==> config.mk <==
export PLATFORM = sky130hd
export DESIGN_NAME = stepper_global_config_status
export DESIGN_NICKNAME = d
export VERILOG_FILES = /design/src/serial_frame_port.v /design/src/stepper_global_config_status.v
export VERILOG_INCLUDE_DIRS = /design/src
export SDC_FILE = /design/constraint.sdc
export NUM_CORES = 1
export LEC_CHECK = 0
export BUFFER_PORTS_ARGS = -buffer_cell sky130_fd_sc_hd__buf_2
export CAP_MARGIN = 20
export CORE_MARGIN = 5
export CORE_UTILIZATION = 29
export CTS_BUF_LIST = sky130_fd_sc_hd__clkbuf_8
export DETAILED_ROUTE_END_ITERATION = 10
export HOLD_SLACK_MARGIN = 0.03
export PLACE_DENSITY = 0.55
export REMOVE_ABC_BUFFERS = 1
export SYNTH_ARGS = -nofsm -noshare
export SYNTH_HDL_FRONTEND = slang
export SYNTH_HIERARCHICAL = 1
export SYNTH_SLANG_ARGS = --single-unit
export TNS_END_PERCENT = 100
==> constraint.sdc <==
create_clock -name ref_clk -period 7.4 [get_ports ref_clk]
set_input_delay 0.37 -clock ref_clk [delete_from_list [all_inputs] [get_ports ref_clk]]
set_output_delay 0.37 -clock ref_clk [all_outputs]
set_load 0.1 [all_outputs]
==> src/stepper_regs.vh <==
`ifndef STEPPER_REGS_VH
`define STEPPER_REGS_VH

// Register addresses (7-bit serial address)
`define ADDR_CONFIG 7'h00
`define ADDR_FLAGS 7'h01
`define ADDR_PINS 7'h04
`define ADDR_COIL_DIRECT 7'h2d

// Serial datagram layout
`define FRAME_BITS 6'd40
`define FRAME_LAST 6'd39
`define FRAME_OVER 6'd41
`define WRITE_BIT 39
`define ADDR_MSB 38
`define ADDR_LSB 32

// Configuration field positions
`define CFG_WIDTH 18
`define CFG_SMALL_HYST 14
`define CFG_STOP_EN 15
`define CFG_DIRECT 16
`define CFG_TEST 17
`define CFG_RESET 18'h00000

// Global flag positions
`define FLAG_RESET 0
`define FLAG_DRV_ERR 1
`define FLAG_PUMP_UV 2
`define FLAGS_AT_RESET 3'h1

// Direct coil register fields
`define COIL_A_MSB 8
`define COIL_B_LSB 16
`define COIL_B_MSB 24
`define COIL_DIRECT_RESET 32'h00000000

// Input pin readback layout
`define PIN_FIXED_ONE 1'h1
`define REV_MSB 31
`define REV_LSB 24

// Hysteresis shifts (1/16 and 1/32)
`define HYST_SHIFT_WIDE 4
`define HYST_SHIFT_NARROW 5

// Standstill scale: (scale+1)/32
`define SCALE_SHIFT 5
// Top product bit kept after the shift
`define SCALED_MSB 13

// Probe selections
`define PROBE_TEMP 2'h0
`define PROBE_DAC 2'h1
`define PROBE_HIGH_RAIL 2'h2

`endif

==> src/serial_frame_port.v <==
`timescale 1ns/10ps
`include "stepper_regs.vh"

// 40-bit serial datagram engine, pins sampled on the system clock
module serial_frame_port (
    // Clock and reset
    input wire ref_clk,
    input wire rst,
    // Serial pins
    input wire sck,
    input wire csN,
    input wire mosi,
    output reg miso,
    output wire misoOe,
    // Internal side
    input wire [39:0] txWord,
    output reg frameStart,
    output reg frameDone,
    output reg [39:0] rxWord_q
);
    reg sckPrev_q; // Last sampled serial clock
    reg csPrev_q; // Last sampled chip select
    reg [39:0] shift_q; // Outgoing bits
    reg [5:0] count_q; // Bits received in this frame

    wire sckRise = sck & ~sckPrev_q;
    wire sckFall = ~sck & sckPrev_q;
    wire csFall = ~csN & csPrev_q;
    wire csRise = csN & ~csPrev_q;

    // Drive MISO only while selected
    assign misoOe = ~csN;

    // Shift in on rising, out on falling edges
    always @(posedge ref_clk) begin
        if (rst) begin
            sckPrev_q <= 1'b0;
            csPrev_q <= 1'b1;
            shift_q <= 40'h0000000000;
            count_q <= 6'h00;
            rxWord_q <= 40'h0000000000;
            miso <= 1'b0;
            frameStart <= 1'b0;
            frameDone <= 1'b0;
        end else begin
            sckPrev_q <= sck;
            csPrev_q <= csN;
            frameStart <= csFall;
            // Only a whole 40-bit frame counts
            frameDone <= csRise && (count_q == `FRAME_BITS);
            if (csFall) begin
                // Load reply, first bit out at once
                shift_q <= {txWord[38:0], 1'b0};
                miso <= txWord[`FRAME_LAST];
                count_q <= 6'h00;
            end else if (~csN) begin
                if (sckRise) begin
                    rxWord_q <= {rxWord_q[38:0], mosi};
                    // Count one past 40 so an overlong frame is refused
                    if (count_q != `FRAME_OVER) begin
                        count_q <= count_q + 6'h01;
                    end
                end
                if (sckFall) begin
                    miso <= shift_q[`FRAME_LAST];
                    shift_q <= {shift_q[38:0], 1'b0};
                end
            end
        end
    end
endmodule // serial_frame_port

==> src/stepper_global_config_status.v <==
// How it works
// - Hysteresis 1/16, or 1/32 when bit set
// - Halt pin stops sequencer when enabled
// - Direct mode takes coil values from register
// - Direct currents scaled; velocity regulation disabled
// - Test bit routes selected analog probe
// - Flags readable; write one clears
// - Reset sets flag bit zero
// - Driver shutdown sets flag bit one
// - Fault clear needs temperature below limit
// - Pump undervoltage latches bit two, disables driver
// - Pin readback returns live pin states
// - Top byte returns fixed revision code
`timescale 1ns/10ps
`include "stepper_regs.vh"

module stepper_global_config_status #(
    parameter [7:0] REV_CODE = 8'h01, // Arbitrary revision value
    parameter PERIOD_W = 20 // Step period measurement width
) (
    // Clock and reset
    input wire ref_clk,
    input wire rst,
    // Serial register port
    input wire sck,
    input wire csN,
    input wire mosi,
    output wire miso,
    output wire misoOe,
    // Input pins
    input wire stepPin,
    input wire dirPin,
    input wire dc_enable_cfg_pin,
    input wire dc_input_cfg_pin,
    input wire driver_disable_pin,
    input wire dc_output_cfg_pin,
    input wire halt_input_pin,
    // Driver and protection status
    input wire overTemp,
    input wire shortDetect,
    input wire pumpUndervoltage,
    // Current setting and step rate
    input wire [4:0] standstill_current_scale,
    input wire [PERIOD_W-1:0] stepPeriod,
    input wire [PERIOD_W-1:0] periodThreshold,
    // Sequencer control
    output reg sequencerHalt,
    output reg forceStandstill,
    output reg aboveThreshold,
    // Coil drive
    output reg directMode,
    output reg signed [8:0] coilA,
    output reg signed [8:0] coilB,
    output reg velocityRegEnable,
    output reg autoRegLowVelOnly,
    output reg driverEnable,
    // Analog probe
    output reg probeEnable,
    output reg [2:0] probe_output_pin_sel,
    // Flag view
    output wire [2:0] flagsOut
);
    reg [`CFG_WIDTH-1:0] global_configuration_q; // Upper config bits
    reg [2:0] global_flags_q; // Sticky status flags
    reg [2:0] global_flags_d; // Next flag value
    reg [31:0] coil_current_direct_reg_q; // Direct coil values
    reg [6:0] readAddr_q; // Address of last datagram
    reg [31:0] readMux; // Reply data
    reg [31:0] pinWord; // Live pin readback
    reg [PERIOD_W:0] hyst; // Hysteresis band
    reg [PERIOD_W:0] lowEdge; // Lower switching point
    reg [PERIOD_W:0] highEdge; // Upper switching point

    wire [39:0] rxWord; // Last 40 bits shifted in, whole frame or not
    wire frameDone; // One-cycle strobe after a 40-bit frame
    wire [6:0] rxAddr; // Register address field
    wire rxWrite; // Write flag of the datagram
    wire [31:0] rxData; // Data field of the datagram
    wire wrCfg; // Write strobe, configuration
    wire wrFlags; // Write strobe, flag clear
    wire wrDirect; // Write strobe, direct coil register
    wire shutdownEvent; // Live driver shutdown cause

    // Datagram fields of the frame just taken
    assign rxAddr = rxWord[`ADDR_MSB:`ADDR_LSB];
    assign rxWrite = rxWord[`WRITE_BIT];
    assign rxData = rxWord[31:0];

    // Writes act only on a whole frame with the write bit set
    assign wrCfg = frameDone & rxWrite & (rxAddr == `ADDR_CONFIG);
    assign wrFlags = frameDone & rxWrite & (rxAddr == `ADDR_FLAGS);
    // The pin readback address has no strobe, so writes there vanish
    assign wrDirect = frameDone & rxWrite & (rxAddr == `ADDR_COIL_DIRECT);

    // Either protection cause shuts the driver down
    assign shutdownEvent = overTemp | shortDetect;

    // Scaled direct coil currents; factor runs 1..32, seven bits keep it positive
    wire signed [6:0] scaleFactor; // Standstill scale plus one
    wire signed [15:0] prodA; // Coil A times factor
    wire signed [15:0] prodB; // Coil B times factor
    assign scaleFactor = {2'b00, standstill_current_scale} + 7'h01;
    assign prodA = $signed(coil_current_direct_reg_q[`COIL_A_MSB:0]) * scaleFactor;
    assign prodB = $signed(coil_current_direct_reg_q[`COIL_B_MSB:`COIL_B_LSB]) * scaleFactor;

    assign flagsOut = global_flags_q;

    // Serial datagram engine
    serial_frame_port serial_frame_port_i (
        .ref_clk(ref_clk),
        .rst(rst),
        .sck(sck),
        .csN(csN),
        .mosi(mosi),
        .miso(miso),
        .misoOe(misoOe),
        .txWord({5'h00, global_flags_q, readMux}),
        .frameStart(),
        .frameDone(frameDone),
        .rxWord_q(rxWord)
    );

    // Live pin readback word
    always @* begin
        // Bit 7 and the middle bytes read zero
        pinWord = 32'h00000000;
        pinWord[0] = stepPin;
        pinWord[1] = dirPin;
        pinWord[2] = dc_enable_cfg_pin;
        pinWord[3] = dc_input_cfg_pin;
        pinWord[4] = driver_disable_pin;
        pinWord[5] = dc_output_cfg_pin;
        pinWord[6] = `PIN_FIXED_ONE;
        pinWord[`REV_MSB:`REV_LSB] = REV_CODE;
    end

    // Reply data for the address of the previous datagram
    always @* begin
        case (readAddr_q)
            `ADDR_CONFIG: begin
                // Unused upper bits read zero
                readMux = {14'h0000, global_configuration_q};
            end
            `ADDR_FLAGS: begin
                readMux = {29'h00000000, global_flags_q};
            end
            `ADDR_PINS: begin
                // Read-only live pins and revision byte
                readMux = pinWord;
            end
            `ADDR_COIL_DIRECT: begin
                // Both coil fields as written
                readMux = coil_current_direct_reg_q;
            end
            default: begin
                // Unmapped addresses read zero
                readMux = 32'h00000000;
            end
        endcase
    end

    // Flag update: events set, written ones clear, set wins
    always @* begin
        global_flags_d = global_flags_q;
        if (wrFlags) begin
            // Written ones clear, written zeros leave a flag alone
            global_flags_d[`FLAG_RESET] = global_flags_q[`FLAG_RESET] & ~rxData[`FLAG_RESET];
            global_flags_d[`FLAG_PUMP_UV] = global_flags_q[`FLAG_PUMP_UV] & ~rxData[`FLAG_PUMP_UV];
            // Fault clear blocked while still hot
            if (rxData[`FLAG_DRV_ERR] && !overTemp) begin
                global_flags_d[`FLAG_DRV_ERR] = 1'b0;
            end
        end
        if (shutdownEvent) begin
            global_flags_d[`FLAG_DRV_ERR] = 1'b1;
        end
        if (pumpUndervoltage) begin
            global_flags_d[`FLAG_PUMP_UV] = 1'b1;
        end
    end

    // Register file and address tracking
    always @(posedge ref_clk) begin
        if (rst) begin
            global_configuration_q <= `CFG_RESET;
            global_flags_q <= `FLAGS_AT_RESET;
            coil_current_direct_reg_q <= `COIL_DIRECT_RESET;
            readAddr_q <= 7'h00;
        end else begin
            // Flags take their next value every cycle
            global_flags_q <= global_flags_d;
            // All eighteen configuration bits are stored
            if (wrCfg) begin
                global_configuration_q <= rxData[`CFG_WIDTH-1:0];
            end
            if (wrDirect) begin
                coil_current_direct_reg_q <= rxData;
            end
            if (frameDone) begin
                // The next reply answers this address
                readAddr_q <= rxAddr;
            end
        end
    end

    // Hysteresis band around the step rate threshold
    always @* begin
        // Narrow band when the small hysteresis bit is set
        if (global_configuration_q[`CFG_SMALL_HYST]) begin
            hyst = {1'b0, periodThreshold} >> `HYST_SHIFT_NARROW;
        end else begin
            hyst = {1'b0, periodThreshold} >> `HYST_SHIFT_WIDE;
        end
        // Switching points on either side of the threshold
        lowEdge = {1'b0, periodThreshold} - hyst;
        highEdge = {1'b0, periodThreshold} + hyst;
    end

    // Step rate comparison, shorter period means faster
    always @(posedge ref_clk) begin
        if (rst) begin
            aboveThreshold <= 1'b0;
        end else if (!aboveThreshold && ({1'b0, stepPeriod} < lowEdge)) begin
            // Period below the lower point: faster than threshold
            aboveThreshold <= 1'b1;
        end else if (aboveThreshold && ({1'b0, stepPeriod} > highEdge)) begin
            // Period above the upper point: slower again
            aboveThreshold <= 1'b0;
        end
    end

    // Emergency halt: the pin acts only while the stop enable bit is set
    always @(posedge ref_clk) begin
        if (rst) begin
            sequencerHalt <= 1'b0;
            forceStandstill <= 1'b0;
        end else begin
            sequencerHalt <= global_configuration_q[`CFG_STOP_EN] & halt_input_pin;
            // Standstill follows the halt in the same cycle
            forceStandstill <= global_configuration_q[`CFG_STOP_EN] & halt_input_pin;
        end
    end

    // Direct coil drive, values scaled by the standstill setting
    always @(posedge ref_clk) begin
        if (rst) begin
            directMode <= 1'b0;
            coilA <= 9'sh000;
            coilB <= 9'sh000;
        end else begin
            directMode <= global_configuration_q[`CFG_DIRECT];
            if (global_configuration_q[`CFG_DIRECT]) begin
                // Dropping five low bits divides by 32, rounding down
                coilA <= prodA[`SCALED_MSB:`SCALE_SHIFT];
                coilB <= prodB[`SCALED_MSB:`SCALE_SHIFT];
            end else begin
                // Outside direct drive the coil values rest at zero
                coilA <= 9'sh000;
                coilB <= 9'sh000;
            end
        end
    end

    // Current regulation modes, restricted during direct drive
    always @(posedge ref_clk) begin
        if (rst) begin
            velocityRegEnable <= 1'b1;
            autoRegLowVelOnly <= 1'b0;
        end else begin
            velocityRegEnable <= ~global_configuration_q[`CFG_DIRECT];
            autoRegLowVelOnly <= global_configuration_q[`CFG_DIRECT];
        end
    end

    // Driver off during undervoltage or a live shutdown cause
    always @(posedge ref_clk) begin
        if (rst) begin
            driverEnable <= 1'b0;
        end else begin
            driverEnable <= ~pumpUndervoltage & ~shutdownEvent;
        end
    end

    // Analog probe routing in test mode
    always @(posedge ref_clk) begin
        if (rst) begin
            probeEnable <= 1'b0;
            probe_output_pin_sel <= 3'h0;
        end else begin
            probeEnable <= global_configuration_q[`CFG_TEST];
            if (!global_configuration_q[`CFG_TEST]) begin
                // Probe pin stays quiet outside test mode
                probe_output_pin_sel <= 3'h0;
            end else begin
                case (standstill_current_scale[1:0])
                    `PROBE_TEMP: begin
                        probe_output_pin_sel <= 3'h1;
                    end
                    `PROBE_DAC: begin
                        probe_output_pin_sel <= 3'h2;
                    end
                    `PROBE_HIGH_RAIL: begin
                        probe_output_pin_sel <= 3'h4;
                    end
                    default: begin
                        // Code 3 selects nothing
                        probe_output_pin_sel <= 3'h0;
                    end
                endcase
            end
        end
    end
endmodule // stepper_global_config_status

==> flow_summary.html, run 1 <==
<table>
<tr><th>Metric</th><th>Value</th></tr>
<tr><th colspan="2">Status</th></tr>
<tr><td>Result of the run</td><td>completed</td></tr>
<tr><th colspan="2">Flow run</th></tr>
<tr><td>MaxCap Viol Count</td><td>0</td></tr>
<tr><th colspan="2">Route</th></tr>
<tr><td>Vias after detailed routing</td><td>10,400</td></tr>
<tr><td>Average wire length per cell after detail routing</td><td>13.9 µm</td></tr>
<tr><td>Total DRC errors in the routed layout</td><td>0</td></tr>
<tr><td>Final Routed Wirelength</td><td>30.9 mm</td></tr>
<tr><td>1st-pass router iterations</td><td>5</td></tr>
<tr><td>Detail Route Antenna Nets</td><td>0</td></tr>
<tr><td>Iteration-0 DRC Markers</td><td>505</td></tr>
<tr><td>Number of vias per cell after detailed routing</td><td>approximately 4.7</td></tr>
<tr><th colspan="2">Place</th></tr>
<tr><td>Post-placement setup slack</td><td>between 1.5 and 2 ns</td></tr>
<tr><td>Weighted congestion at the end of routability-driven global placement</td><td>approximately 0.84</td></tr>
<tr><td>Number of buffers inserted by port buffering</td><td>93</td></tr>
<tr><td>Post-detail-place hpwl</td><td>around 23 mm</td></tr>
<tr><th colspan="2">Pwr</th></tr>
<tr><td>Logic pwr share</td><td>19.5%</td></tr>
<tr><td>Maximum vdd drop</td><td>between 0.1 and 0.15 mV</td></tr>
<tr><td>Standby leakage power</td><td>6.18 nW</td></tr>
<tr><td>Proportion of power drawn by flip-flops and latches</td><td>46.3%</td></tr>
<tr><td>Cell Pwr Density</td><td>around 150 nW/µm²</td></tr>
<tr><td>Clk pwr share</td><td>between 30% and 40%</td></tr>
<tr><td>Net load switching power</td><td>711 µW</td></tr>
<tr><td>Net switching fraction of the power</td><td>about 34%</td></tr>
<tr><td>Power Internal</td><td>between 1 and 1.5 mW</td></tr>
<tr><th colspan="2">Worst setup path</th></tr>
<tr><td>Required time worst endpoint</td><td>between 7 and 8 ns</td></tr>
<tr><td>Delay of the slowest cell on the worst path</td><td>between 0.6 and 0.7 ns</td></tr>
<tr><td>Class of the most critical setup path</td><td>in -&gt; reg</td></tr>
<tr><td>Crit path max-delay cell type</td><td>ha_1</td></tr>
<tr><td>Most common cell type on the critical path</td><td>fa_1</td></tr>
<tr><td>Stages on the worst setup path</td><td>17</td></tr>
<tr><td>Critical path launch point type</td><td>input port</td></tr>
<tr><td>Worst Path Max Fanout</td><td>16</td></tr>
<tr><td>Worst Setup End Kind</td><td>flip-flop</td></tr>
<tr><td>Sum of buffers and inverters on the critical path</td><td>4</td></tr>
<tr><td>CP top delay family</td><td>adder cells</td></tr>
<tr><td>Series of cell instances along the critical path</td><td>buf_2, inv_2, ha_1, and2_1, fa_1, fa_1, fa_1, inv_1, fa_1, inv_1, ha_1, or3_1, nor3_1, nor3_1, a211o_1, a211oi_1, a2111oi_0</td></tr>
<tr><td>Endpoint arrival time on the critical path</td><td>5.35 ns</td></tr>
<tr><td>R2R cell count</td><td>15</td></tr>
<tr><th colspan="2">Die</th></tr>
<tr><td>Chip height</td><td>between 200 and 250 µm</td></tr>
<tr><td>Standard-cell row count</td><td>slightly below 80</td></tr>
<tr><td>Horizontal extent of the die</td><td>222 µm</td></tr>
<tr><td>Io pins</td><td>94</td></tr>
<tr><td>Core Region</td><td>44,400 µm²</td></tr>
<tr><td>Die Area</td><td>roughly 49,000 µm²</td></tr>
<tr><td>Initial core utilization</td><td>just under 30%</td></tr>
<tr><th colspan="2">Min path</th></tr>
<tr><td>Cell depth of the worst hold path</td><td>3</td></tr>
<tr><td>Min-delay worst type</td><td>in -&gt; reg</td></tr>
<tr><th colspan="2">Timing</th></tr>
<tr><td>Final worst-path setup slack</td><td>approximately 2.4 ns</td></tr>
<tr><td>Setup-failing EPs final</td><td>0</td></tr>
<tr><td>Final count of hold timing violations</td><td>0</td></tr>
<tr><td>Headroom to the max-slew limit</td><td>29.2%</td></tr>
<tr><td>Worst Clk Skew</td><td>between 0.02 and 0.03 ns</td></tr>
<tr><td>Final period util</td><td>between 60% and 70%</td></tr>
<tr><td>Final-layout setup total negative slack</td><td>0 ns</td></tr>
<tr><td>Actual slew at the worst max-slew pin</td><td>1.05 ns</td></tr>
<tr><td>Maximum clock rate</td><td>about 200 MHz</td></tr>
<tr><td>Post-layout minimum cycle time</td><td>around 5.0 ns</td></tr>
<tr><td>Unrepaired setup endpoints after global routing</td><td>no</td></tr>
<tr><td>Slew Viols, Final</td><td>0</td></tr>
<tr><th colspan="2">Synthesis</th></tr>
<tr><td>Count of mapped cells out of synthesis</td><td>roughly 1,600</td></tr>
<tr><td>Post-Syn Area per Cell</td><td>~8.4 µm²</td></tr>
<tr><td>Netlist Area Pre-Place</td><td>around 13,000 µm²</td></tr>
<tr><td>Count of yosys warnings during synthesis</td><td>6</td></tr>
<tr><th colspan="2">Layout</th></tr>
<tr><td>Layout filler cell count</td><td>about 4,700</td></tr>
<tr><td>Ratio of cells with drive above 1 in the final layout</td><td>roughly 10%</td></tr>
<tr><td>Final Net Count</td><td>roughly 1,900</td></tr>
<tr><td>Syn-to-layout area delta</td><td>10.9%</td></tr>
<tr><th colspan="2">Global routing</th></tr>
<tr><td>Leftover overflow at the end of global routing</td><td>0</td></tr>
<tr><td>Number of antenna violations at the first check in global routing</td><td>4</td></tr>
<tr><td>Via count of the first global-routing pass</td><td>10,400</td></tr>
<tr><td>Global routing usage summed across all routing layers</td><td>between 10% and 20%</td></tr>
<tr><td>Global-route wire length before repair</td><td>about 52 mm</td></tr>
<tr><td>Pin count of the biggest net entering global routing</td><td>82</td></tr>
<tr><th colspan="2">Clock network</th></tr>
<tr><td>Clock transition at the registers of the reported paths</td><td>about 0.12 ns</td></tr>
<tr><td>Count of hold-fix buffers inserted at cts</td><td>2</td></tr>
<tr><td>CTS buffer count</td><td>17</td></tr>
<tr><td>Number of clock sinks</td><td>176</td></tr>
<tr><td>Clock root buffer</td><td>clkbuf_8</td></tr>
<tr><td>Total of cells resized after clock tree synthesis</td><td>0</td></tr>
<tr><td>CTS tree</td><td>built</td></tr>
<tr><td>Maximum clock path buffer count</td><td>2</td></tr>
<tr><td>Number of H-tree levels</td><td>4</td></tr>
<tr><td>Post-CTS setup buffers</td><td>0</td></tr>
<tr><td>Worst skew pair latency</td><td>0.48 ns</td></tr>
</table>
## flip-flops by register name (all words and copies together) (netlist names), 6 cells and up
| name | cells |
|---|---|
| serial_frame_port_i/rxWord_q | 40 |
| serial_frame_port_i/shift_q | 39 |
| coil_current_direct_reg_q | 32 |
| global_configuration_q | 18 |
| coilA | 9 |
| coilB | 9 |
| readAddr_q | 7 |
| serial_frame_port_i/count_q | 6 |
## placed cells by master, fill, tap and decap left out, drive strengths merged, types with 51 or more instances in the layout
cell / n
a211oi: 53
ha: 128
inv: 153
and2: 71
buf: 106
nand2: 238
mux2i: 60
xnor2: 51
dfxtp: 176
fa: 68
nor2: 116
a21oi: 129
## per-layer routing
metal | vias to the layer above | track usage, % | share of wire (%)
li1 | 5308 | - | -
met1 | 4957 | 16.3 | 47
met2 | 139 | 21.9 | 49
met3 | 22 | 2.11 | 3.3
met4 | 4 | 2.23 | 0.80
met5 | - | 0 | 0.045
## tightest hold or removal path, cell delays in order
cell     delay [ns]
buf_2          0.10
nand2_1        0.05
nor2_1         0.03
## stage by stage
stage          power [mW]  hold WS, ns  util (%)  cells  instance area, µm²
4_1_cts              2.14       0.0740      32.6   2216               14500
6_report             2.11        0.108      32.6   2219               14500
3_3_place_gp         1.40        0.437      31.6   2182               14000
2_1_floorplan        1.28        0.423         -   1484               12700
3_5_place_dp         1.41        0.442      31.6   2182               14000
5_1_grt              2.22       0.0856      32.6   2218               14500
## power by group through the flow
stage                     combinational [mW]  clock [mW]  sequential (mW)
after floorplan                        0.268           0             1.01
after CTS                              0.413       0.747            0.977
final                                  0.412       0.721            0.977
after detailed placement               0.411           0            0.998
after global routing                   0.459       0.782            0.979
after global placement                 0.399           0            0.998
## final timing paths
path / from / slack [ns] / to
worst max register to register: coil_current_direct_reg_q[3]$_SDFFE_PP0P_ / 2.67 / coilA[7]$_SDFF_PP0_
worst min register to register: coil_current_direct_reg_q[30]$_SDFFE_PP0P_ / 0.46 / coil_current_direct_reg_q[30]$_SDFFE_PP0P_
worst max-delay path: standstill_current_scale[0] / 2.37 / coilA[7]$_SDFF_PP0_
worst min-delay path: halt_input_pin / 0.11 / forceStandstill$_SDFF_PP0_
## cell type report
type | instances | area [µm²] | share of cell area [%]
clock buffer | 17 | 234 | 1.61
multi-input combinational | 1165 | 8660 | 59.8
timing repair buffer | 108 | 586 | 4.04
clock inverter | 15 | 199 | 1.37
inverter | 143 | 537 | 3.70
sequential | 176 | 3520 | 24.3
antenna | 3 | 7.51 | 0.0518
tap | 592 | 741 | 5.11
(Power assumes the default switching activity.)
==> run 2: changes to the inputs <==
- ABC_AREA: not set -> 1
- PLACE_DENSITY: 0.55 -> 0.57
- clock period: 7.4 -> 4.4 ns (I/O delays scaled with it)
==> run 2 against run 1 <==
Effect of this change:
- die area increased by 3.9%
- power grew 66%
- clock power increased by 47%
- clock skew shrank 0.011 ns
- utilization rose by 0.30 points
- cell count grew 15%
- critical path depth grew 9
- hold slack better by 0.024 ns
- critical path type unchanged
- critical endpoint is now coilA[6]$_SDFF_PP0_
- highest routed layer is now met4
==> flow_summary.html, run 2 <==
<table>
<tr><th>Metric</th><th>Value</th></tr>
<tr><th colspan="2">Clock network</th></tr>
<tr><td>CTS tree</td><td>built (unchanged)</td></tr>
<tr><td>Maximum clock path buffer count</td><td>2 (unchanged)</td></tr>
<tr><td>Clock root buffer</td><td>clkbuf_8 (unchanged)</td></tr>
<tr><td>Number of H-tree levels</td><td>4 (unchanged)</td></tr>
<tr><td>Post-CTS setup buffers</td><td>0 (unchanged)</td></tr>
<tr><td>CTS buffer count</td><td>17 (unchanged)</td></tr>
<tr><td>Clock transition at the registers of the reported paths</td><td>0.09 ns (was 0.12 ns)</td></tr>
<tr><td>Worst skew pair latency</td><td>0.49 ns (was 0.48 ns)</td></tr>
<tr><td>Number of clock sinks</td><td>176 (unchanged)</td></tr>
<tr><th colspan="2">Worst setup path</th></tr>
<tr><td>Endpoint arrival time on the critical path</td><td>4.52 ns (was 5.35 ns)</td></tr>
<tr><td>Delay of the slowest cell on the worst path</td><td>0.53 ns (was 0.62 ns)</td></tr>
<tr><td>Start point of the critical path</td><td>standstill_current_scale[0] (unchanged)</td></tr>
<tr><td>Most common cell type on the critical path</td><td>nand2_1 (was fa_1)</td></tr>
<tr><td>Class of the most critical setup path</td><td>in -&gt; reg (unchanged)</td></tr>
<tr><td>Sum of buffers and inverters on the critical path</td><td>7 (was 4)</td></tr>
<tr><td>Register-to-register path setup slack</td><td>0.33 ns (was 2.67 ns)</td></tr>
<tr><td>Crit path max-delay cell type</td><td>fa_1 (was ha_1)</td></tr>
<tr><td>CP top delay family</td><td>adder cells (unchanged)</td></tr>
<tr><td>Worst Setup End Kind</td><td>flip-flop (unchanged)</td></tr>
<tr><td>Required time worst endpoint</td><td>4.81 ns (was 7.71 ns)</td></tr>
<tr><td>RR Startpoint</td><td>coil_current_direct_reg_q[5]$_SDFFE_PP0P_ (was coil_current_direct_reg_q[3]$_SDFFE_PP0P_)</td></tr>
<tr><td>Critical path launch point type</td><td>input port (unchanged)</td></tr>
<tr><td>Worst Path Max Fanout</td><td>9 (was 16)</td></tr>
<tr><th colspan="2">Layout</th></tr>
<tr><td>Ratio of cells with drive above 1 in the final layout</td><td>13.2% (was 10.1%)</td></tr>
<tr><td>Footprint of the flip-flops and latches</td><td>3520 µm² (about the same)</td></tr>
<tr><td>Final Net Count</td><td>2,186 (was 1,867)</td></tr>
<tr><td>Most frequent standard cell in the layout excluding fill and tap cells</td><td>nand2_1 (unchanged)</td></tr>
<tr><td>Register name with the most flops</td><td>serial_frame_port_i/rxWord_q (unchanged)</td></tr>
<tr><td>Commonest cells after routing, fill and taps aside</td><td>nand2_1, inv_1, nor2_1, dfxtp_1, ha_1 (was nand2_1, dfxtp_1, inv_1, a21oi_1, ha_1)</td></tr>
<tr><td>Largest registers in the final layout</td><td>serial_frame_port_i/rxWord_q: 40 flops, serial_frame_port_i/shift_q: 39 flops, coil_current_direct_reg_q: 32 flops (unchanged)</td></tr>
<tr><td>Area of combinational cells with multiple inputs</td><td>8560 µm² (was 8660 µm²)</td></tr>
<tr><td>Number of diodes</td><td>0 (was 3)</td></tr>
<tr><td>Flip-flop count of the largest register, all copies and words added</td><td>40 (unchanged)</td></tr>
<tr><td>Post-Layout Cell Count</td><td>2,550 (was 2,219)</td></tr>
<tr><td>Fraction of the core area covered by cells at the end of the flow</td><td>32.9% (was 32.6%)</td></tr>
<tr><td>Syn-to-layout area delta</td><td>12.5% (was 10.9%)</td></tr>
<tr><td>Layout filler cell count</td><td>4,995 (was 4,682)</td></tr>
<tr><th colspan="2">Die</th></tr>
<tr><td>Io pins</td><td>94 (unchanged)</td></tr>
<tr><td>Die Area</td><td>51,300 µm² (was 49,400 µm²)</td></tr>
<tr><td>Horizontal extent of the die</td><td>226 µm (was 222 µm)</td></tr>
<tr><td>Core Region</td><td>46,500 µm² (was 44,400 µm²)</td></tr>
<tr><td>Standard-cell row count</td><td>79 (was 77)</td></tr>
<tr><td>Initial core utilization</td><td>29.3% (was 29.4%)</td></tr>
<tr><td>Chip height</td><td>226 µm (was 222 µm)</td></tr>
<tr><th colspan="2">Timing</th></tr>
<tr><td>Maximum clock rate</td><td>~240 MHz</td></tr>
<tr><td>Final count of hold timing violations</td><td>0 (unchanged)</td></tr>
<tr><td>Post-layout minimum cycle time</td><td>slightly above 4 ns</td></tr>
<tr><td>Setup-failing EPs final</td><td>0 (unchanged)</td></tr>
<tr><td>Final period util</td><td>approximately 93%</td></tr>
<tr><td>Final-layout setup total negative slack</td><td>0 ns (unchanged)</td></tr>
<tr><td>Headroom to the max-slew limit</td><td>43.2% (was 29.2%)</td></tr>
<tr><td>Worst Clk Skew</td><td>0.0165 ns (was 0.0273 ns)</td></tr>
<tr><td>Unrepaired setup endpoints after global routing</td><td>no (unchanged)</td></tr>
<tr><td>Slew Viols, Final</td><td>0 (unchanged)</td></tr>
<tr><td>Actual slew at the worst max-slew pin</td><td>0.849 ns (was 1.05 ns)</td></tr>
<tr><th colspan="2">Place</th></tr>
<tr><td>Post-detail-place hpwl</td><td>26.8 mm (was 23.1 mm)</td></tr>
<tr><td>Weighted congestion at the end of routability-driven global placement</td><td>0.852 (was 0.843)</td></tr>
<tr><td>Placed cell count</td><td>2,510 (was 2,182)</td></tr>
<tr><td>Number of buffers inserted by port buffering</td><td>93 (unchanged)</td></tr>
<tr><th colspan="2">Route</th></tr>
<tr><td>Number of vias per cell after detailed routing</td><td>4.62 (was 4.70)</td></tr>
<tr><td>Average wire length per cell after detail routing</td><td>13.4 µm (was 13.9 µm)</td></tr>
<tr><td>Final Routed Wirelength</td><td>34.3 mm (was 30.9 mm)</td></tr>
<tr><td>1st-pass router iterations</td><td>5 (unchanged)</td></tr>
<tr><td>Iteration-0 DRC Markers</td><td>633 (was 505)</td></tr>
<tr><td>Total DRC errors in the routed layout</td><td>0 (unchanged)</td></tr>
<tr><td>Detail Route Antenna Nets</td><td>0 (unchanged)</td></tr>
<tr><td>Vias after detailed routing</td><td>11,800 (was 10,400)</td></tr>
<tr><th colspan="2">Min path</th></tr>
<tr><td>Min-delay worst type</td><td>in -&gt; reg (unchanged)</td></tr>
<tr><td>Worst min-delay path startpoint</td><td>stepPin (was halt_input_pin)</td></tr>
<tr><th colspan="2">Pwr</th></tr>
<tr><td>Standby leakage power</td><td>7.41 nW (was 6.18 nW)</td></tr>
<tr><td>Maximum vdd drop</td><td>0.171 mV (was 0.116 mV)</td></tr>
<tr><td>Cell Pwr Density</td><td>229 nW/µm² (was 146 nW/µm²)</td></tr>
<tr><td>Power, Total</td><td>3.50 mW (was 2.11 mW)</td></tr>
<tr><th colspan="2">Global routing</th></tr>
<tr><td>Global-route wire length before repair</td><td>57.2 mm (was 52.3 mm)</td></tr>
<tr><td>Number of antenna violations at the first check in global routing</td><td>0 (was 4)</td></tr>
<tr><td>Leftover overflow at the end of global routing</td><td>0 (unchanged)</td></tr>
<tr><td>Via count of the first global-routing pass</td><td>11,400 (was 10,400)</td></tr>
<tr><td>Pin count of the biggest net entering global routing</td><td>80 (was 82)</td></tr>
<tr><td>Global routing usage summed across all routing layers</td><td>13.4% (was 12.5%)</td></tr>
<tr><th colspan="2">Synthesis</th></tr>
<tr><td>Netlist Area Pre-Place</td><td>13,600 µm² (was 13,100 µm²)</td></tr>
<tr><td>Post-Syn Area per Cell</td><td>7.43 µm² (was 8.39 µm²)</td></tr>
<tr><td>Count of yosys warnings during synthesis</td><td>6 (unchanged)</td></tr>
<tr><td>Count of mapped cells out of synthesis</td><td>1,828 (was 1,557)</td></tr>
<tr><th colspan="2">Flow run</th></tr>
<tr><td>MaxCap Viol Count</td><td>0 (unchanged)</td></tr>
<tr><th colspan="2">Status</th></tr>
<tr><td>Result of the run</td><td>completed (unchanged)</td></tr>
</table>
run 2: changes by cell type in the layout (fill, tap and decap cells not counted), sizes merged, moves of 39 or more:
cell   previous run  this run
inv             153       294
buf             106       153
nand3            16        79
o21ai            16       127
mux2i            60         0
xnor2            51        12
nand2           238       317
and2             71         0
nor2            116       257
run 2: layout make-up:
class / instances / share of cell area (%)
timing repair buffer: 161 / 6.51
sequential: 176 / 23.0
tap: 607 / 4.97
clock buffer: 19 / 1.71
clock inverter: 13 / 0.679
inverter: 288 / 7.12
multi-input combinational: 1286 / 56.0
run 2: metal layers:
metal / GRT usage (%) / vias to the layer above / wire (µm)
li1: - / 6047 / -
met1: 19.6 / 5493 / 17400
met2: 20.8 / 213 / 14800
met3: 2.12 / 23 / 1490
met4: 3.24 / 0 / 473
met5: 0 / - / 0
run 2: repair_timing:
action                                  in CTS  in global routing
hold buffers                                 8                  0
endpoints found under the hold margin        8                  0
resized for setup                            0                  2
endpoints found under the setup margin       0                  2
run 2: worst register-to-register path, cell delays in order (launching register included):
cell and delay, ns:
dfxtp_1 0.35, inv_1 0.23, nor2_1 0.12, fa_1 0.58
fa_1 0.44, fa_1 0.54, inv_1 0.05, fa_1 0.49
inv_1 0.04, ha_1 0.32, nand2_1 0.09, a21oi_1 0.04
a211oi_1 0.23, nand2_2 0.10, nand2_1 0.08, nand2_1 0.08
nand3_1 0.07, nand2_1 0.05, a21oi_1 0.10
run 2: path summary, 6_finish.rpt:
| kind | end | depth (start not counted) |
|---|---|---|
| max | coilA[6]$_SDFF_PP0_ | 26 |
| min | serial_frame_port_i/shift_q[1]$_SDFFE_PP0P_ | 5 |
| max reg2reg | coilA[6]$_SDFF_PP0_ | 18 |
| min reg2reg | coil_current_direct_reg_q[29]$_SDFFE_PP0P_ | 2 |
run 2: metrics by stage:
step           instance area (µm²)  hold slack, ns  setup slack, ns
6_report                     15300           0.132            0.291
5_1_grt                      15300           0.153           0.0446
4_1_cts                      15300          0.0789            0.279
3_5_place_dp                 14800           0.406           -0.226
3_3_place_gp                 14800           0.399           -0.141
2_1_floorplan                13200           0.289           0.0309
run 2: power breakdown:
| group | internal (mW) | switching, mW |
|---|---|---|
| combinational | 0.281 | 0.497 |
| sequential | 1.64 | 0.0266 |
| clock | 0.430 | 0.634 |
| total | 2.35 | 1.16 |
==> run 3: changes to the inputs <==
- SETUP_SLACK_MARGIN: not set -> 0.3
==> run 3 against run 2 <==
Effect of this change:
- sequential share of layout area down 0.27 points
- clock-buffer cell count unchanged
- clock power about the same
- via count up 0.22%
- final area up 1.6%
- combinational power up 2.7%
- maximum frequency up 3.8%
- wire length up 0.60%
- clock skew down 0.0010 ns
- cell count up 0.24%
- critical path type unchanged
- largest cell class unchanged
- highest routed layer unchanged
==> flow_summary.html, run 3 (same netlist as run 2, synthesis figures left out) <==
<table>
<tr><th>Metric</th><th>Value</th></tr>
<tr><th colspan="2">Route</th></tr>
<tr><td>Vias after detailed routing</td><td>11,800 (about the same)</td></tr>
<tr><td>Iteration-0 DRC Markers</td><td>656 (was 633)</td></tr>
<tr><td>Number of vias per cell after detailed routing</td><td>4.62 (about the same)</td></tr>
<tr><td>1st-pass router iterations</td><td>5 (unchanged)</td></tr>
<tr><td>Average wire length per cell after detail routing</td><td>13.5 µm (was 13.4 µm)</td></tr>
<tr><td>Detail Route Antenna Nets</td><td>0 (unchanged)</td></tr>
<tr><td>Total DRC errors in the routed layout</td><td>0 (unchanged)</td></tr>
<tr><td>Final Routed Wirelength</td><td>34.5 mm (was 34.3 mm)</td></tr>
<tr><th colspan="2">Timing</th></tr>
<tr><td>Final count of hold timing violations</td><td>0 (unchanged)</td></tr>
<tr><td>Headroom to the max-slew limit</td><td>43.4% (was 43.2%)</td></tr>
<tr><td>Final worst-path setup slack</td><td>0.443 ns (was 0.291 ns)</td></tr>
<tr><td>Actual slew at the worst max-slew pin</td><td>0.845 ns (was 0.849 ns)</td></tr>
<tr><td>Post-layout minimum cycle time</td><td>3.96 ns (was 4.11 ns)</td></tr>
<tr><td>Setup-failing EPs final</td><td>0 (unchanged)</td></tr>
<tr><td>Maximum clock rate</td><td>253 MHz (was 243 MHz)</td></tr>
<tr><td>Unrepaired setup endpoints after global routing</td><td>yes (was no)</td></tr>
<tr><td>Worst Clk Skew</td><td>0.0155 ns (was 0.0165 ns)</td></tr>
<tr><td>Final period util</td><td>89.9% (was 93.4%)</td></tr>
<tr><td>Slew Viols, Final</td><td>0 (unchanged)</td></tr>
<tr><th colspan="2">Min path</th></tr>
<tr><td>Min-delay worst type</td><td>in -&gt; reg (unchanged)</td></tr>
<tr><th colspan="2">Place</th></tr>
<tr><td>Post-placement setup slack</td><td>-0.226 ns (unchanged)</td></tr>
<tr><td>Placed cell area</td><td>14,800 µm² (unchanged)</td></tr>
<tr><td>Placed cell count</td><td>2,510 (unchanged)</td></tr>
<tr><td>Weighted congestion at the end of routability-driven global placement</td><td>0.852 (unchanged)</td></tr>
<tr><td>Post-detail-place hpwl</td><td>26.8 mm (unchanged)</td></tr>
<tr><td>Number of buffers inserted by port buffering</td><td>93 (unchanged)</td></tr>
<tr><th colspan="2">Die</th></tr>
<tr><td>Chip height</td><td>226 µm (unchanged)</td></tr>
<tr><td>Core Region</td><td>46,500 µm² (unchanged)</td></tr>
<tr><td>Initial core utilization</td><td>29.3% (unchanged)</td></tr>
<tr><td>Horizontal extent of the die</td><td>226 µm (unchanged)</td></tr>
<tr><td>Io pins</td><td>94 (unchanged)</td></tr>
<tr><td>Standard-cell row count</td><td>79 (unchanged)</td></tr>
<tr><td>Die Area</td><td>51,300 µm² (unchanged)</td></tr>
<tr><th colspan="2">Layout</th></tr>
<tr><td>Ratio of cells with drive above 1 in the final layout</td><td>15.6% (was 13.2%)</td></tr>
<tr><td>Post-Layout Cell Count</td><td>2,556 (was 2,550)</td></tr>
<tr><td>Footprint of the flip-flops and latches</td><td>3540 µm² (was 3520 µm²)</td></tr>
<tr><td>Number of diodes</td><td>0 (unchanged)</td></tr>
<tr><td>Syn-to-layout area delta</td><td>14.3% (was 12.5%)</td></tr>
<tr><td>Register name with the most flops</td><td>serial_frame_port_i/rxWord_q (unchanged)</td></tr>
<tr><td>Largest registers in the final layout</td><td>serial_frame_port_i/rxWord_q: 40 flops, serial_frame_port_i/shift_q: 39 flops, coil_current_direct_reg_q: 32 flops (unchanged)</td></tr>
<tr><td>Layout filler cell count</td><td>4,974 (was 4,995)</td></tr>
<tr><td>Most frequent standard cell in the layout excluding fill and tap cells</td><td>nand2_1 (unchanged)</td></tr>
<tr><td>Total non-filler cell area in the finished layout</td><td>15,500 µm² (was 15,300 µm²)</td></tr>
<tr><td>Final Net Count</td><td>2,192 (was 2,186)</td></tr>
<tr><td>Area of combinational cells with multiple inputs</td><td>8730 µm² (was 8560 µm²)</td></tr>
<tr><td>Flip-flop count of the largest register, all copies and words added</td><td>40 (unchanged)</td></tr>
<tr><td>Commonest cells after routing, fill and taps aside</td><td>nand2_1, inv_1, nor2_1, dfxtp_1, ha_1 (unchanged)</td></tr>
<tr><th colspan="2">Global routing</th></tr>
<tr><td>Global-route met2 utilization</td><td>20.9% (was 20.8%)</td></tr>
<tr><td>Via count of the first global-routing pass</td><td>11,400 (about the same)</td></tr>
<tr><td>Pin count of the biggest net entering global routing</td><td>80 (unchanged)</td></tr>
<tr><td>Global-route wire length before repair</td><td>57.3 mm (was 57.2 mm)</td></tr>
<tr><td>Global routing usage on met1</td><td>19.6% (about the same)</td></tr>
<tr><td>Most crowded layer after global routing</td><td>met2 (unchanged)</td></tr>
<tr><td>Leftover overflow at the end of global routing</td><td>0 (unchanged)</td></tr>
<tr><td>Number of antenna violations at the first check in global routing</td><td>0 (unchanged)</td></tr>
<tr><td>Global routing usage summed across all routing layers</td><td>13.4% (about the same)</td></tr>
<tr><td>Met3 track utilization from global routing</td><td>2.12% (unchanged)</td></tr>
<tr><th colspan="2">Worst setup path</th></tr>
<tr><td>Capturing element of the worst setup path</td><td>coilA[8]$_SDFF_PP0_ (was coilA[6]$_SDFF_PP0_)</td></tr>
<tr><td>Endpoint arrival time on the critical path</td><td>4.33 ns (was 4.52 ns)</td></tr>
<tr><td>Class of the most critical setup path</td><td>in -&gt; reg (unchanged)</td></tr>
<tr><td>Worst Setup End Kind</td><td>flip-flop (unchanged)</td></tr>
<tr><td>RR Startpoint</td><td>coil_current_direct_reg_q[5]$_SDFFE_PP0P_ (unchanged)</td></tr>
<tr><td>Start point of the critical path</td><td>standstill_current_scale[0] (unchanged)</td></tr>
<tr><td>Register-to-register path setup slack</td><td>0.48 ns (was 0.33 ns)</td></tr>
<tr><td>Worst Path Max Fanout</td><td>4 (was 9)</td></tr>
<tr><td>Required time worst endpoint</td><td>4.77 ns (was 4.81 ns)</td></tr>
<tr><td>Critical path launch point type</td><td>input port (unchanged)</td></tr>
<tr><td>R2R cell count</td><td>18 (unchanged)</td></tr>
<tr><td>Critical R2R Capture</td><td>coilA[8]$_SDFF_PP0_ (was coilA[6]$_SDFF_PP0_)</td></tr>
<tr><th colspan="2">Clock network</th></tr>
<tr><td>Clock transition at the registers of the reported paths</td><td>0.09 ns (about the same)</td></tr>
<tr><td>Clock root buffer</td><td>clkbuf_8 (unchanged)</td></tr>
<tr><td>Worst skew pair latency</td><td>0.49 ns (about the same)</td></tr>
<tr><td>Maximum clock path buffer count</td><td>2 (unchanged)</td></tr>
<tr><td>Number of clock sinks</td><td>176 (unchanged)</td></tr>
<tr><td>Number of H-tree levels</td><td>4 (unchanged)</td></tr>
<tr><td>CTS tree</td><td>built (unchanged)</td></tr>
<tr><td>CTS buffer count</td><td>17 (unchanged)</td></tr>
<tr><th colspan="2">Flow run</th></tr>
<tr><td>MaxCap Viol Count</td><td>0 (unchanged)</td></tr>
<tr><th colspan="2">Pwr</th></tr>
<tr><td>Cell Pwr Density</td><td>227 nW/µm² (was 229 nW/µm²)</td></tr>
<tr><td>Maximum vdd drop</td><td>0.171 mV (about the same)</td></tr>
<tr><td>Standby leakage power</td><td>7.43 nW (was 7.41 nW)</td></tr>
<tr><th colspan="2">Status</th></tr>
<tr><td>Result of the run</td><td>completed (unchanged)</td></tr>
</table>
run 3: through the flow:
step	setup TNS [ns]	utilization (%)	hold WS [ns]	power, mW
after floorplan	0	-	0.289	2.22
after global routing	0	33.4	0.153	3.75
final	0	33.4	0.134	3.52
after detailed placement	-1.30	32.0	0.406	2.47
after global placement	-0.691	32.0	0.399	2.45
after CTS	0	32.9	0.0789	3.56
run 3: worst max-delay path: stages:
cell,delay [ns]
buf_4,0.13
ha_4,0.15
nand2_1,0.07
inv_2,0.04
nor2_2,0.13
inv_2,0.08
buf_4,0.16
nor2_2,0.09
fa_1,0.46
fa_1,0.52
fa_1,0.55
inv_1,0.05
fa_1,0.52
inv_1,0.06
ha_4,0.28
nand2_1,0.06
a21oi_1,0.18
a211oi_2,0.08
nand2_2,0.08
nand2_2,0.06
o21bai_1,0.16
nand2_1,0.07
nand2_1,0.06
nor2_1,0.03
run 3: cell type report:
type	count	area share, %
timing repair buffer	167	6.80
tap	607	4.89
multi-input combinational	1286	56.2
clock buffer	19	1.68
clock inverter	13	0.668
inverter	288	7.02
sequential	176	22.8
run 3: worst min-delay path by stage:
stage                                                        to        startpoint  slack [ns]  cells after the start
global placement                        driverEnable$_SDFF_PP0_          overTemp        0.40                      2
global route           serial_frame_port_i/sckPrev_q$_SDFF_PP0_               rst        0.15                      2
detailed placement                      driverEnable$_SDFF_PP0_  pumpUndervoltage        0.41                      2
floorplan                              flagsOut[1]$_SDFFE_PP0P_               rst        0.29                      1
CTS                 serial_frame_port_i/shift_q[1]$_SDFFE_PP0P_           stepPin        0.08                      5
finish              serial_frame_port_i/shift_q[1]$_SDFFE_PP0P_           stepPin        0.13                      5
run 3: repair_timing:
item	4_1_cts	5_1_grt
endpoints found under the hold margin	8	0
gates resized for setup	2	57
hold buffers	8	0
endpoints found under the setup margin	2	11
buffers inserted	0	6
pin swaps	0	13
run 3: power by group:
group	internal (mW)	switching (mW)
combinational	0.294	0.506
sequential	1.63	0.0268
clock	0.430	0.633
total	2.36	1.16
run 3: routing by layer:
layer | part of all wire (%) | vias up | routed length, µm
met5 | 0 | - | 0
met3 | 4.2 | 22 | 1440
met1 | 51 | 5497 | 17500
li1 | - | 6064 | -
met2 | 44 | 219 | 15100
met4 | 1.3 | 0 | 445
